### config.mk
export PLATFORM = sky130hd
export DESIGN_NAME = pmb_regs
export DESIGN_NICKNAME = d
export VERILOG_FILES = /design/src/verilog/pmb_self_clear.v /design/src/verilog/pmb_latch_flag.v /design/src/verilog/pmb_regs.v
export VERILOG_INCLUDE_DIRS = /design/src /design/src/verilog
export SDC_FILE = /design/constraint.sdc
export NUM_CORES = 1
export LEC_CHECK = 0
export BUFFER_PORTS_ARGS = -buffer_cell sky130_fd_sc_hd__buf_2
export CORE_UTILIZATION = 48
export CTS_CLUSTER_SIZE = 30
export DETAILED_ROUTE_END_ITERATION = 6
export PLACE_DENSITY = 0.77
export SYNTH_ARGS = -nofsm -noshare
export SYNTH_HDL_FRONTEND = slang
export SYNTH_SLANG_ARGS = --single-unit
### constraint.sdc
create_clock -name i_mclk -period 1.75 [get_ports i_mclk]
set_input_delay 0.0875 -clock i_mclk [delete_from_list [all_inputs] [get_ports i_mclk]]
set_output_delay 0.0875 -clock i_mclk [all_outputs]
set_load 0.005 [all_outputs]
### src/verilog/pmb_consts.vh
// Purpose: shared constants of the management register bank
// Assumes: included by its bare name from the register bank source only
// Notes:   offsets are register numbers on the management bus
// Functional notes
// - addresses 0-8, 14h, 15h, 1Bh, 1Eh, 1Fh are mapped; the gaps are reserved.
// - writing one to control bit 15 starts software reset; bit clears itself.
// - control bit 13 selects 100 or 10 Mbps; strap default; ignored under auto-negotiation.
// - control bit 12 enables auto-negotiation, whose result overrides speed and duplex.
// - control bit 11 selects power-down; resets to zero.
// - control bit 10 isolates the transceiver; default from isolate strap.
// - writing one to control bit 9 restarts auto-negotiation; bit clears itself.
// - control bit 8 selects full duplex; default is inverted duplex strap.
// - control bit 0 disables the transmitter; bits 6 to 1 read zero.
// - status bits 15-11 read 0,1,1,1,1; bits 10 to 7 read zero.
// - status bit 6 reads one: frames without preamble accepted.
// - status bit 5 shows auto-negotiation complete; follows i_an_complete live, not registered.
// - remote fault and jabber latch high; link status latches low; all reset zero.
// - status bits 3 and 0 read one.
// - register 2 reads a fixed 16-bit identifier constant.
// - power-down stops the core but management access keeps working.
`ifndef PMB_CONSTS_VH
`define PMB_CONSTS_VH

`define PMB_ADDR_CTRL       5'h00
`define PMB_ADDR_STATUS     5'h01
`define PMB_ADDR_ID_HIGH    5'h02
`define PMB_ADDR_ID_LOW     5'h03
`define PMB_ADDR_AN_LAST    5'h08
`define PMB_ADDR_IFC_CTRL   5'h14
`define PMB_ADDR_RXERR_CNT  5'h15
`define PMB_ADDR_INT_CS     5'h1B
`define PMB_ADDR_VCTRL1     5'h1E
`define PMB_ADDR_VCTRL2     5'h1F

`define PMB_CTL_RESET       15
`define PMB_CTL_LOOPBACK    14
`define PMB_CTL_SPEED       13
`define PMB_CTL_AN_ENABLE   12
`define PMB_CTL_POWER_DOWN  11
`define PMB_CTL_ISOLATE     10
`define PMB_CTL_AN_RESTART  9
`define PMB_CTL_DUPLEX      8
`define PMB_CTL_COL_TEST    7
`define PMB_CTL_TX_DISABLE  0

`define PMB_STS_FIXED       16'h7849
`define PMB_STS_AN_DONE     5
`define PMB_STS_REM_FAULT   4
`define PMB_STS_LINK        2
`define PMB_STS_JABBER      1

`define PMB_OP_READ         2'h2
`define PMB_OP_WRITE        2'h1
`define PMB_HDR_BITS        5'h0C
`define PMB_BODY_LAST       5'h11

`define PMB_SRST_HOLD       4
`define PMB_RESTART_HOLD    1

`endif

### src/verilog/pmb_self_clear.v
// Purpose: self-clearing command bit with a hold time
// Assumes: start is a one-cycle strobe from the register write path
// Notes:   active stays high for HOLD cycles, restarts are ignored while busy
`timescale 1ns/1ps
`default_nettype none
module pmb_self_clear #(
  parameter HOLD = 4,
  parameter CW   = 4
) (
  input  wire          i_mclk,
  input  wire          i_arst_n,
  input  wire          i_start,
  output reg           o_active
);
  reg [CW-1:0] cnt_reg;

  // count down from one below the hold value; the bit reads one until the count runs out
  always @(posedge i_mclk or negedge i_arst_n) begin
    if (!i_arst_n) begin
      cnt_reg  <= {CW{1'b0}};
      o_active <= 1'b0;
    end else if (i_start && !o_active) begin
      cnt_reg  <= HOLD[CW-1:0] - {{(CW-1){1'b0}}, 1'b1};
      o_active <= 1'b1;
    end else if (o_active) begin
      if (cnt_reg == {CW{1'b0}}) begin
        o_active <= 1'b0;
      end
      cnt_reg <= (cnt_reg == {CW{1'b0}}) ? cnt_reg : cnt_reg - {{(CW-1){1'b0}}, 1'b1};
    end
  end
endmodule
`default_nettype wire

### src/verilog/pmb_latch_flag.v
// Purpose: status flag that latches high or latches low until read
// Assumes: i_rd pulses in the cycle the register is sampled for a read
// Notes:   a latch-low flag reads zero after reset until the first read
`timescale 1ns/1ps
`default_nettype none
module pmb_latch_flag #(
  parameter LATCH_HIGH = 1
) (
  input  wire          i_mclk,
  input  wire          i_arst_n,
  input  wire          i_level,
  input  wire          i_rd,
  output wire          o_flag
);
  reg  held_reg;
  wire active;

  // work in the latching sense so both polarities share one equation
  assign active = LATCH_HIGH ? i_level : ~i_level;
  assign o_flag = LATCH_HIGH ? held_reg : ~held_reg;

  // an event in the read cycle wins over the clear; after a read follow the live level
  always @(posedge i_mclk or negedge i_arst_n) begin
    if (!i_arst_n) begin
      held_reg <= LATCH_HIGH ? 1'b0 : 1'b1;
    end else if (i_rd) begin
      held_reg <= active;
    end else begin
      held_reg <= held_reg | active;
    end
  end
endmodule
`default_nettype wire

### src/verilog/pmb_regs.v
// Purpose: management frame slave and basic control/status register bank
// Assumes: mdc and mdio are synchronous to i_mclk and mdc runs well below i_mclk/4
// Notes:   registers outside the basic set are forwarded on the ext port
`timescale 1ns/1ps
`default_nettype none
`include "pmb_consts.vh"
module pmb_regs #(
  parameter [15:0] ID_HIGH     = 16'h1234, // arbitrary identifier value
  parameter        SRST_HOLD   = `PMB_SRST_HOLD,
  parameter        RESTART_HLD = `PMB_RESTART_HOLD
) (
  input  wire        i_mclk,
  input  wire        i_arst_n,
  input  wire [4:0]  i_phy_addr,
  input  wire        i_mdc,
  input  wire        i_mdio,
  output reg         o_mdio,
  output reg         o_mdio_oe,
  input  wire        i_speed_strap,
  input  wire        i_autoneg_enable_strap,
  input  wire        i_isolate_strap,
  input  wire        i_duplex_strap,
  input  wire        i_an_speed_100,
  input  wire        i_an_full_duplex,
  input  wire        i_an_complete,
  input  wire        i_remote_fault,
  input  wire        i_link_up,
  input  wire        i_jabber,
  output reg         o_soft_reset,
  output reg         o_autoneg_restart,
  output reg         o_autoneg_enable,
  output reg         o_loopback,
  output reg         o_speed_100,
  output reg         o_full_duplex,
  output reg         o_power_down,
  output reg         o_core_enable,
  output reg         o_isolate,
  output reg         o_col_test,
  output reg         o_tx_disable,
  output reg         o_ext_wr,
  output reg         o_ext_rd,
  output reg  [4:0]  o_ext_addr,
  output reg  [15:0] o_ext_wdata,
  input  wire [15:0] i_ext_rdata
);
  localparam [2:0] ST_IDLE  = 3'h0;
  localparam [2:0] ST_START = 3'h1;
  localparam [2:0] ST_HDR   = 3'h2;
  localparam [2:0] ST_BODY  = 3'h3;

  reg  [2:0]  fsm_reg;
  reg  [4:0]  cnt_reg;
  reg  [15:0] shift_reg;
  reg  [15:0] tx_reg;
  reg         mdc_prev_reg;
  reg         bit_prev_reg;
  reg         is_read_reg;
  reg         is_write_reg;
  reg  [4:0]  addr_reg;
  reg         strap_done_reg;
  reg         strap_speed_reg;
  reg         strap_an_reg;
  reg         strap_iso_reg;
  reg         strap_dup_reg;
  reg         ctl_loop_reg;
  reg         ctl_speed_reg;
  reg         ctl_an_reg;
  reg         ctl_pdn_reg;
  reg         ctl_iso_reg;
  reg         ctl_dup_reg;
  reg         ctl_col_reg;
  reg         ctl_txdis_reg;
  reg  [15:0] rdata;
  reg         addr_ext;
  wire        mdc_rise;
  wire [11:0] hdr;
  wire        hdr_done;
  wire        hdr_match;
  wire        rd_strobe;
  wire        wr_strobe;
  wire [15:0] wdata;
  wire        wr_ctrl;
  wire        srst_busy;
  wire        restart_busy;
  wire        def_speed;
  wire        def_an;
  wire        def_iso;
  wire        def_dup;
  wire [2:0]  flag_level;
  wire [2:0]  flag_out;
  wire [15:0] ctrl_word;
  wire [15:0] status_word;

  // frame decode: header bits arrive msb first, the 12th completes it
  assign mdc_rise  = i_mdc & ~mdc_prev_reg;
  assign hdr       = {shift_reg[10:0], i_mdio};
  assign hdr_done  = mdc_rise && (fsm_reg == ST_HDR) && (cnt_reg == `PMB_HDR_BITS - 5'h01);
  assign hdr_match = (hdr[9:5] == i_phy_addr);
  assign rd_strobe = hdr_done && hdr_match && (hdr[11:10] == `PMB_OP_READ);
  assign wr_strobe = mdc_rise && (fsm_reg == ST_BODY) && (cnt_reg == `PMB_BODY_LAST) && is_write_reg;
  assign wdata     = {shift_reg[14:0], i_mdio};
  assign wr_ctrl   = wr_strobe && (addr_reg == `PMB_ADDR_CTRL);

  // mdc edge and last line level, kept across frames for start detection
  always @(posedge i_mclk or negedge i_arst_n) begin
    if (!i_arst_n) begin
      mdc_prev_reg <= 1'b0;
      bit_prev_reg <= 1'b1;
    end else begin
      mdc_prev_reg <= i_mdc;
      if (mdc_rise) begin
        bit_prev_reg <= i_mdio;
      end
    end
  end

  // frame state machine; a start needs only one idle bit, so preamble may be absent
  always @(posedge i_mclk or negedge i_arst_n) begin
    if (!i_arst_n) begin
      fsm_reg      <= ST_IDLE;
      cnt_reg      <= 5'h00;
      shift_reg    <= 16'h0000;
      is_read_reg  <= 1'b0;
      is_write_reg <= 1'b0;
      addr_reg     <= 5'h00;
    end else if (mdc_rise) begin
      shift_reg <= {shift_reg[14:0], i_mdio};
      case (fsm_reg)
        ST_IDLE: begin
          if (!i_mdio && bit_prev_reg) begin
            fsm_reg <= ST_START;
          end
        end
        ST_START: begin
          fsm_reg <= i_mdio ? ST_HDR : ST_IDLE;
          cnt_reg <= 5'h00;
        end
        ST_HDR: begin
          if (hdr_done) begin
            fsm_reg      <= ST_BODY;
            cnt_reg      <= 5'h00;
            addr_reg     <= hdr[4:0];
            is_read_reg  <= rd_strobe;
            is_write_reg <= hdr_match && (hdr[11:10] == `PMB_OP_WRITE);
          end else begin
            cnt_reg <= cnt_reg + 5'h01;
          end
        end
        ST_BODY: begin
          if (cnt_reg == `PMB_BODY_LAST) begin
            fsm_reg      <= ST_IDLE;
            is_read_reg  <= 1'b0;
            is_write_reg <= 1'b0;
          end
          cnt_reg <= cnt_reg + 5'h01;
        end
        default: begin
          fsm_reg <= ST_IDLE;
        end
      endcase
    end
  end

  // read turnaround: float for the first bit, drive zero, then 16 data bits
  always @(posedge i_mclk or negedge i_arst_n) begin
    if (!i_arst_n) begin
      o_mdio    <= 1'b0;
      o_mdio_oe <= 1'b0;
      tx_reg    <= 16'h0000;
    end else if (rd_strobe) begin
      tx_reg    <= rdata;
      o_mdio_oe <= 1'b0;
    end else if (mdc_rise && (fsm_reg == ST_BODY) && is_read_reg) begin
      if (cnt_reg == 5'h00) begin
        o_mdio_oe <= 1'b1;
        o_mdio    <= 1'b0;
      end else if (cnt_reg == `PMB_BODY_LAST) begin
        o_mdio_oe <= 1'b0;
        o_mdio    <= 1'b0;
      end else begin
        o_mdio <= tx_reg[15];
        tx_reg <= {tx_reg[14:0], 1'b0};
      end
    end
  end

  // straps are caught on the first edge after reset release and kept for soft reset
  always @(posedge i_mclk or negedge i_arst_n) begin
    if (!i_arst_n) begin
      strap_done_reg  <= 1'b0;
      strap_speed_reg <= 1'b0;
      strap_an_reg    <= 1'b0;
      strap_iso_reg   <= 1'b0;
      strap_dup_reg   <= 1'b0;
    end else if (!strap_done_reg) begin
      strap_done_reg  <= 1'b1;
      strap_speed_reg <= i_speed_strap;
      strap_an_reg    <= i_autoneg_enable_strap;
      strap_iso_reg   <= i_isolate_strap;
      strap_dup_reg   <= ~i_duplex_strap;
    end
  end

  assign def_speed = strap_done_reg ? strap_speed_reg : i_speed_strap;
  assign def_an    = strap_done_reg ? strap_an_reg : i_autoneg_enable_strap;
  assign def_iso   = strap_done_reg ? strap_iso_reg : i_isolate_strap;
  assign def_dup   = strap_done_reg ? strap_dup_reg : ~i_duplex_strap;

  // software reset holds bit 15 high while the defaults are forced
  pmb_self_clear #(
    .HOLD (SRST_HOLD),
    .CW   (8)
  ) u_srst (
    .i_mclk   (i_mclk),
    .i_arst_n (i_arst_n),
    .i_start  (wr_ctrl && wdata[`PMB_CTL_RESET]),
    .o_active (srst_busy)
  );

  // restart is a short self-clearing command
  pmb_self_clear #(
    .HOLD (RESTART_HLD),
    .CW   (4)
  ) u_restart (
    .i_mclk   (i_mclk),
    .i_arst_n (i_arst_n),
    .i_start  (wr_ctrl && wdata[`PMB_CTL_AN_RESTART] && !wdata[`PMB_CTL_RESET] && !srst_busy),
    .o_active (restart_busy)
  );

  // control fields; a write carrying the reset bit is replaced by the defaults
  always @(posedge i_mclk or negedge i_arst_n) begin
    if (!i_arst_n) begin
      ctl_loop_reg  <= 1'b0;
      ctl_speed_reg <= 1'b0;
      ctl_an_reg    <= 1'b0;
      ctl_pdn_reg   <= 1'b0;
      ctl_iso_reg   <= 1'b0;
      ctl_dup_reg   <= 1'b0;
      ctl_col_reg   <= 1'b0;
      ctl_txdis_reg <= 1'b0;
    end else if (!strap_done_reg || srst_busy || (wr_ctrl && wdata[`PMB_CTL_RESET])) begin
      ctl_loop_reg  <= 1'b0;
      ctl_speed_reg <= def_speed;
      ctl_an_reg    <= def_an;
      ctl_pdn_reg   <= 1'b0;
      ctl_iso_reg   <= def_iso;
      ctl_dup_reg   <= def_dup;
      ctl_col_reg   <= 1'b0;
      ctl_txdis_reg <= 1'b0;
    end else if (wr_ctrl) begin
      ctl_loop_reg  <= wdata[`PMB_CTL_LOOPBACK];
      ctl_speed_reg <= wdata[`PMB_CTL_SPEED];
      ctl_an_reg    <= wdata[`PMB_CTL_AN_ENABLE];
      ctl_pdn_reg   <= wdata[`PMB_CTL_POWER_DOWN];
      ctl_iso_reg   <= wdata[`PMB_CTL_ISOLATE];
      ctl_dup_reg   <= wdata[`PMB_CTL_DUPLEX];
      ctl_col_reg   <= wdata[`PMB_CTL_COL_TEST];
      ctl_txdis_reg <= wdata[`PMB_CTL_TX_DISABLE];
    end
  end

  // core-facing outputs; the negotiated result wins while auto-negotiation runs
  always @(posedge i_mclk or negedge i_arst_n) begin
    if (!i_arst_n) begin
      o_soft_reset      <= 1'b0;
      o_autoneg_restart <= 1'b0;
      o_autoneg_enable  <= 1'b0;
      o_loopback        <= 1'b0;
      o_speed_100       <= 1'b0;
      o_full_duplex     <= 1'b0;
      o_power_down      <= 1'b0;
      o_core_enable     <= 1'b0;
      o_isolate         <= 1'b0;
      o_col_test        <= 1'b0;
      o_tx_disable      <= 1'b0;
    end else begin
      o_soft_reset      <= srst_busy;
      o_autoneg_restart <= restart_busy && ctl_an_reg && !ctl_pdn_reg;
      o_autoneg_enable  <= ctl_an_reg;
      o_loopback        <= ctl_loop_reg;
      o_speed_100       <= ctl_an_reg ? i_an_speed_100 : ctl_speed_reg;
      o_full_duplex     <= ctl_an_reg ? i_an_full_duplex : ctl_dup_reg;
      o_power_down      <= ctl_pdn_reg;
      o_core_enable     <= !ctl_pdn_reg && !srst_busy;
      o_isolate         <= ctl_iso_reg;
      o_col_test        <= ctl_col_reg;
      o_tx_disable      <= ctl_txdis_reg;
    end
  end

  // latched status flags: 0 jabber and 2 remote fault latch high, 1 link latches low
  assign flag_level = {i_remote_fault, i_link_up, i_jabber};

  genvar gi;
  generate
    for (gi = 0; gi < 3; gi = gi + 1) begin : g_flag
      pmb_latch_flag #(
        .LATCH_HIGH ((gi == 1) ? 0 : 1)
      ) u_flag (
        .i_mclk   (i_mclk),
        .i_arst_n (i_arst_n),
        .i_level  (flag_level[gi]),
        .i_rd     (rd_strobe && (hdr[4:0] == `PMB_ADDR_STATUS)),
        .o_flag   (flag_out[gi])
      );
    end
  endgenerate

  assign ctrl_word = {srst_busy, ctl_loop_reg, ctl_speed_reg, ctl_an_reg,
                      ctl_pdn_reg, ctl_iso_reg, restart_busy, ctl_dup_reg,
                      ctl_col_reg, 6'h00, ctl_txdis_reg};

  assign status_word = `PMB_STS_FIXED
                     | ({15'h0000, i_an_complete} << `PMB_STS_AN_DONE)
                     | ({15'h0000, flag_out[2]} << `PMB_STS_REM_FAULT)
                     | ({15'h0000, flag_out[1]} << `PMB_STS_LINK)
                     | ({15'h0000, flag_out[0]} << `PMB_STS_JABBER);

  // registers beyond the basic set live elsewhere and are only decoded here
  always @* begin
    addr_ext = 1'b0;
    if ((hdr[4:0] >= `PMB_ADDR_ID_LOW) && (hdr[4:0] <= `PMB_ADDR_AN_LAST)) begin
      addr_ext = 1'b1;
    end else if ((hdr[4:0] == `PMB_ADDR_IFC_CTRL) || (hdr[4:0] == `PMB_ADDR_RXERR_CNT)) begin
      addr_ext = 1'b1;
    end else if (hdr[4:0] == `PMB_ADDR_INT_CS) begin
      addr_ext = 1'b1;
    end else if ((hdr[4:0] == `PMB_ADDR_VCTRL1) || (hdr[4:0] == `PMB_ADDR_VCTRL2)) begin
      addr_ext = 1'b1;
    end
  end

  // read data select; reserved addresses answer zero
  always @* begin
    rdata = 16'h0000;
    if (hdr[4:0] == `PMB_ADDR_CTRL) begin
      rdata = ctrl_word;
    end else if (hdr[4:0] == `PMB_ADDR_STATUS) begin
      rdata = status_word;
    end else if (hdr[4:0] == `PMB_ADDR_ID_HIGH) begin
      rdata = ID_HIGH;
    end else if (addr_ext) begin
      rdata = i_ext_rdata;
    end
  end

  // forwarded accesses; the address decode is latched with the header
  reg ext_addr_reg;
  always @(posedge i_mclk or negedge i_arst_n) begin
    if (!i_arst_n) begin
      ext_addr_reg <= 1'b0;
      o_ext_wr     <= 1'b0;
      o_ext_rd     <= 1'b0;
      o_ext_addr   <= 5'h00;
      o_ext_wdata  <= 16'h0000;
    end else begin
      if (hdr_done) begin
        ext_addr_reg <= addr_ext;
      end
      o_ext_rd <= rd_strobe && addr_ext;
      o_ext_wr <= wr_strobe && ext_addr_reg;
      if (hdr_done) begin
        o_ext_addr <= hdr[4:0];
      end
      if (wr_strobe && ext_addr_reg) begin
        o_ext_wdata <= wdata;
      end
    end
  end
endmodule
`default_nettype wire

==> run_results.csv <==
group,metric,value,unit
yosys,synth_edf_count,0,
timing,worst_slew_pin_slew,0.6085,ns
place,port_buffers,70,
timing,relSlewSlack,59.43,%
timing,fmax,510.0,MHz
clocking,root_buffer,"clkbuf_8",
global_routing,grt-ovfl-total,0,
floorplan,top_level_ports,71,
timing,rsz0062_at_grt,"true",
final_layout,syn_to_final_growth,47.86,%
worst_setup_path,path_max_fanout,4,
floorplan,core,0.01042,sq mm
timing,slew_viol_final,0,
worst_setup_path,crit_type,"reg -> reg",
timing,hold_viol,0,
timing,period_share,112.0,%
place,pre_cts_slack,-0.1134,ns
global_routing,grt_pass1_vias,4591,
floorplan,num_rows,37,
yosys,ys_ff_latch,114,
drt,via_per_inst,5.781,
place,gp_congestion,0.8134,
timing,fin_ws,-0.2107,ns
drt,routed_wl,16.43,mm
place,dp_cells,698,
clocking,cts_buffers,17,
yosys,syn-num-nets,507,
floorplan,die-width,106.0,um
global_routing,grt_max_degree,55,
floorplan,die-height,106.0,um
final_layout,fin_cells,786,
worst_setup_path,startpoint_type,"register",
yosys,yosysSeqAreaShare,54.96,%
floorplan,start_util,49.87,%
clocking,clockBufferDepth,2,
place,hpwlAfterDp,8.669,mm
status,status,"finished with violations",
clocking,path_clk_slew,0.06,ns
yosys,synth_cells,467,
clocking,clock_latency,0.54,ns
hold_path,min_path_type,"in -> async",
yosys,synth_cell_types,62,
pwr,powerDensity,1150,mW/mm^2
yosys,synth_area,0.005195,sq mm
timing,min_period,1.961,ns
timing,fin_setup_tns,-4.543,ns
clocking,h-tree-depth,4,
yosys,yosysWarnings,0,
global_routing,grt_pass1_wl,23.23,mm
drt,routedWlPerCell,20.90,um
global_routing,grt.total_usage,27.33,%
final_layout,final_cell_mix,"dfrtp_1 (107), nand2_1 (72), buf_2 (69)",
yosys,synth-async-reset-ratio,100.0,%
floorplan,die-area,0.01124,sq mm
final_layout,multiInputGateArea,0.002545,sq mm
worst_setup_path,cp_data_arrival_time,2.37,ns
final_layout,seq_area,0.002861,sq mm
status,violations,"negative setup slack",
timing,setup_viol,56,
final_layout,layout-drive-gt1-share,42.00,%
clocking,tritoncts,"yes",
global_routing,antenna_found_initial,0,
final_layout,nets,677,
job,timing.max_cap.violations,0,
drt,drc,0,
drt,antenna_left,0,
drt,vias,4544,
yosys,ys.flop_type,"dfrtp_1",
timing,hold_ws,0.07011,ns
pwr,peakVddDrop,0.7761,mV
pwr,p_leak,3.790,nW
worst_setup_path,cp_data_required_time,2.16,ns
final_layout,n_antenna_cell,0,
timing,skew,0.008968,ns
worst_setup_path,crit_path_end_kind,"register",
final_layout,n_fill_cell,605,
clocking,clock-sinks,114,
drt,drt_pass1_iterations,5,
yosys,syn_area_per_cell,11.12,sq um
drt,drt_iter0_markers,401,
final_layout,final_common_cell,"dfrtp_1",
## final timing paths
path / start / endpoint / slack [ns] / cells past startpoint
setup / recovery: u_srst.cnt_reg[4] / u_srst.cnt_reg[7] / -0.21 / 5
hold / removal: i_arst_n / g_flag[1].u_flag.held_reg / 0.07 / 2
setup reg to reg: u_srst.cnt_reg[4] / u_srst.cnt_reg[7] / -0.21 / 5
hold reg to reg: ctl_txdis_reg / o_tx_disable / 0.45 / 0
max in group asynchronous: i_arst_n / o_ext_rd / 0.66 / 3
min in group i_mclk: i_mdc / mdc_prev_reg / 0.24 / 2
## stage by stage
| step | util (%) | cell area [sq um] | power [W] |
|---|---|---|---|
| final | 73.74 | 7681 | 0.008837 |
| after detailed placement | 57.99 | 6041 | 0.004394 |
| after floorplan | - | 5245 | 0.003767 |
| after global routing | 73.74 | 7681 | 0.009130 |
| after CTS | 69.43 | 7232 | 0.008384 |
| after global placement | 57.99 | 6041 | 0.004338 |
## Yosys cell counts (all sizes together) (2+ instances only)
master	instances	area share [%]
dfrtp	112	54
nand2	75	5.4
mux2i	32	6.2
mux2	28	6.1
inv	20	1.4
o21ai	18	1.7
a21oi	17	1.6
nor2	16	1.2
clkbuf	15	1.1
nor3	13	1.3
buf	12	1.7
xnor2	12	2.0
a221oi	8	1.3
nand2b	8	0.96
nor4	6	1.0
a22oi	5	0.72
and2	5	0.60
ha	5	1.2
nand3	5	0.58
o21a	4	0.58
a21o	3	0.43
a22o	3	0.51
o41ai	3	0.87
or3	3	0.46
or4	3	0.43
and3b	2	0.36
dfstp	2	1.0
nand4b	2	0.34
nor2b	2	0.24
nor4b	2	0.63
o211ai	2	0.29
o22ai	2	0.24
o31ai	2	0.29
xor2	2	0.34
## per-layer routing
layer  vias up  share of wire (%)  GRT usage, %
li1       1973                  -             -
met5         -                  0             0
met3        33                6.7         7.725
met2       209                 51         44.77
met1      2329                 40         33.58
met4         0                2.1         12.50
## cell families (layout without fill, tap and decap cells)
group | after synthesis | after routing | share of synthesized area, %
DFF | 114 | 114 | 54.96
AOI/OAI and AO/OA | 79 | 79 | 10.69
buffers and inverters | 47 | 229 | 4.191
xor gates and xnor gates | 14 | 14 | 2.360
muxes | 60 | 60 | 12.24
and+or+nand+nor | 147 | 148 | 14.28
other | 1 | 1 | 0.07219
adders and majority gates | 5 | 5 | 1.204
## worst max-delay path, cell delays in order (launching register included)
cell and delay, ns:
dfrtp_1 0.39, or4_4 0.61, o41ai_4 0.39, nor4b_1 0.14, xnor2_1 0.22, nor2_1 0.07
## area by class of cell
type / instances / area share (%)
tap: 136 / 2.215
inverter: 20 / 0.9774
timing repair buffer: 177 / 17.98
sequential: 114 / 37.25
clock inverter: 13 / 2.688
multi-input combinational: 307 / 33.13
clock buffer: 19 / 5.750
## where the power goes
part,switching (W),internal (W),total (W)
Combinational,0.000942,0.000964,0.00191
Sequential,0.000267,0.00284,0.00311
Clock,0.00129,0.00253,0.00382
## what timing repair did
action | 4_1_cts | 5_1_grt
setup buffers | 8 | 16
gates resized for setup | 32 | 50
hold buffers | 30 | 0
gates cloned | 0 | 4
endpoints found under the setup margin | 59 | 63
pin swaps | 9 | 17
endpoints found under the hold margin | 144 | 0
No activity file was read; power rests on OpenSTA's default activity.
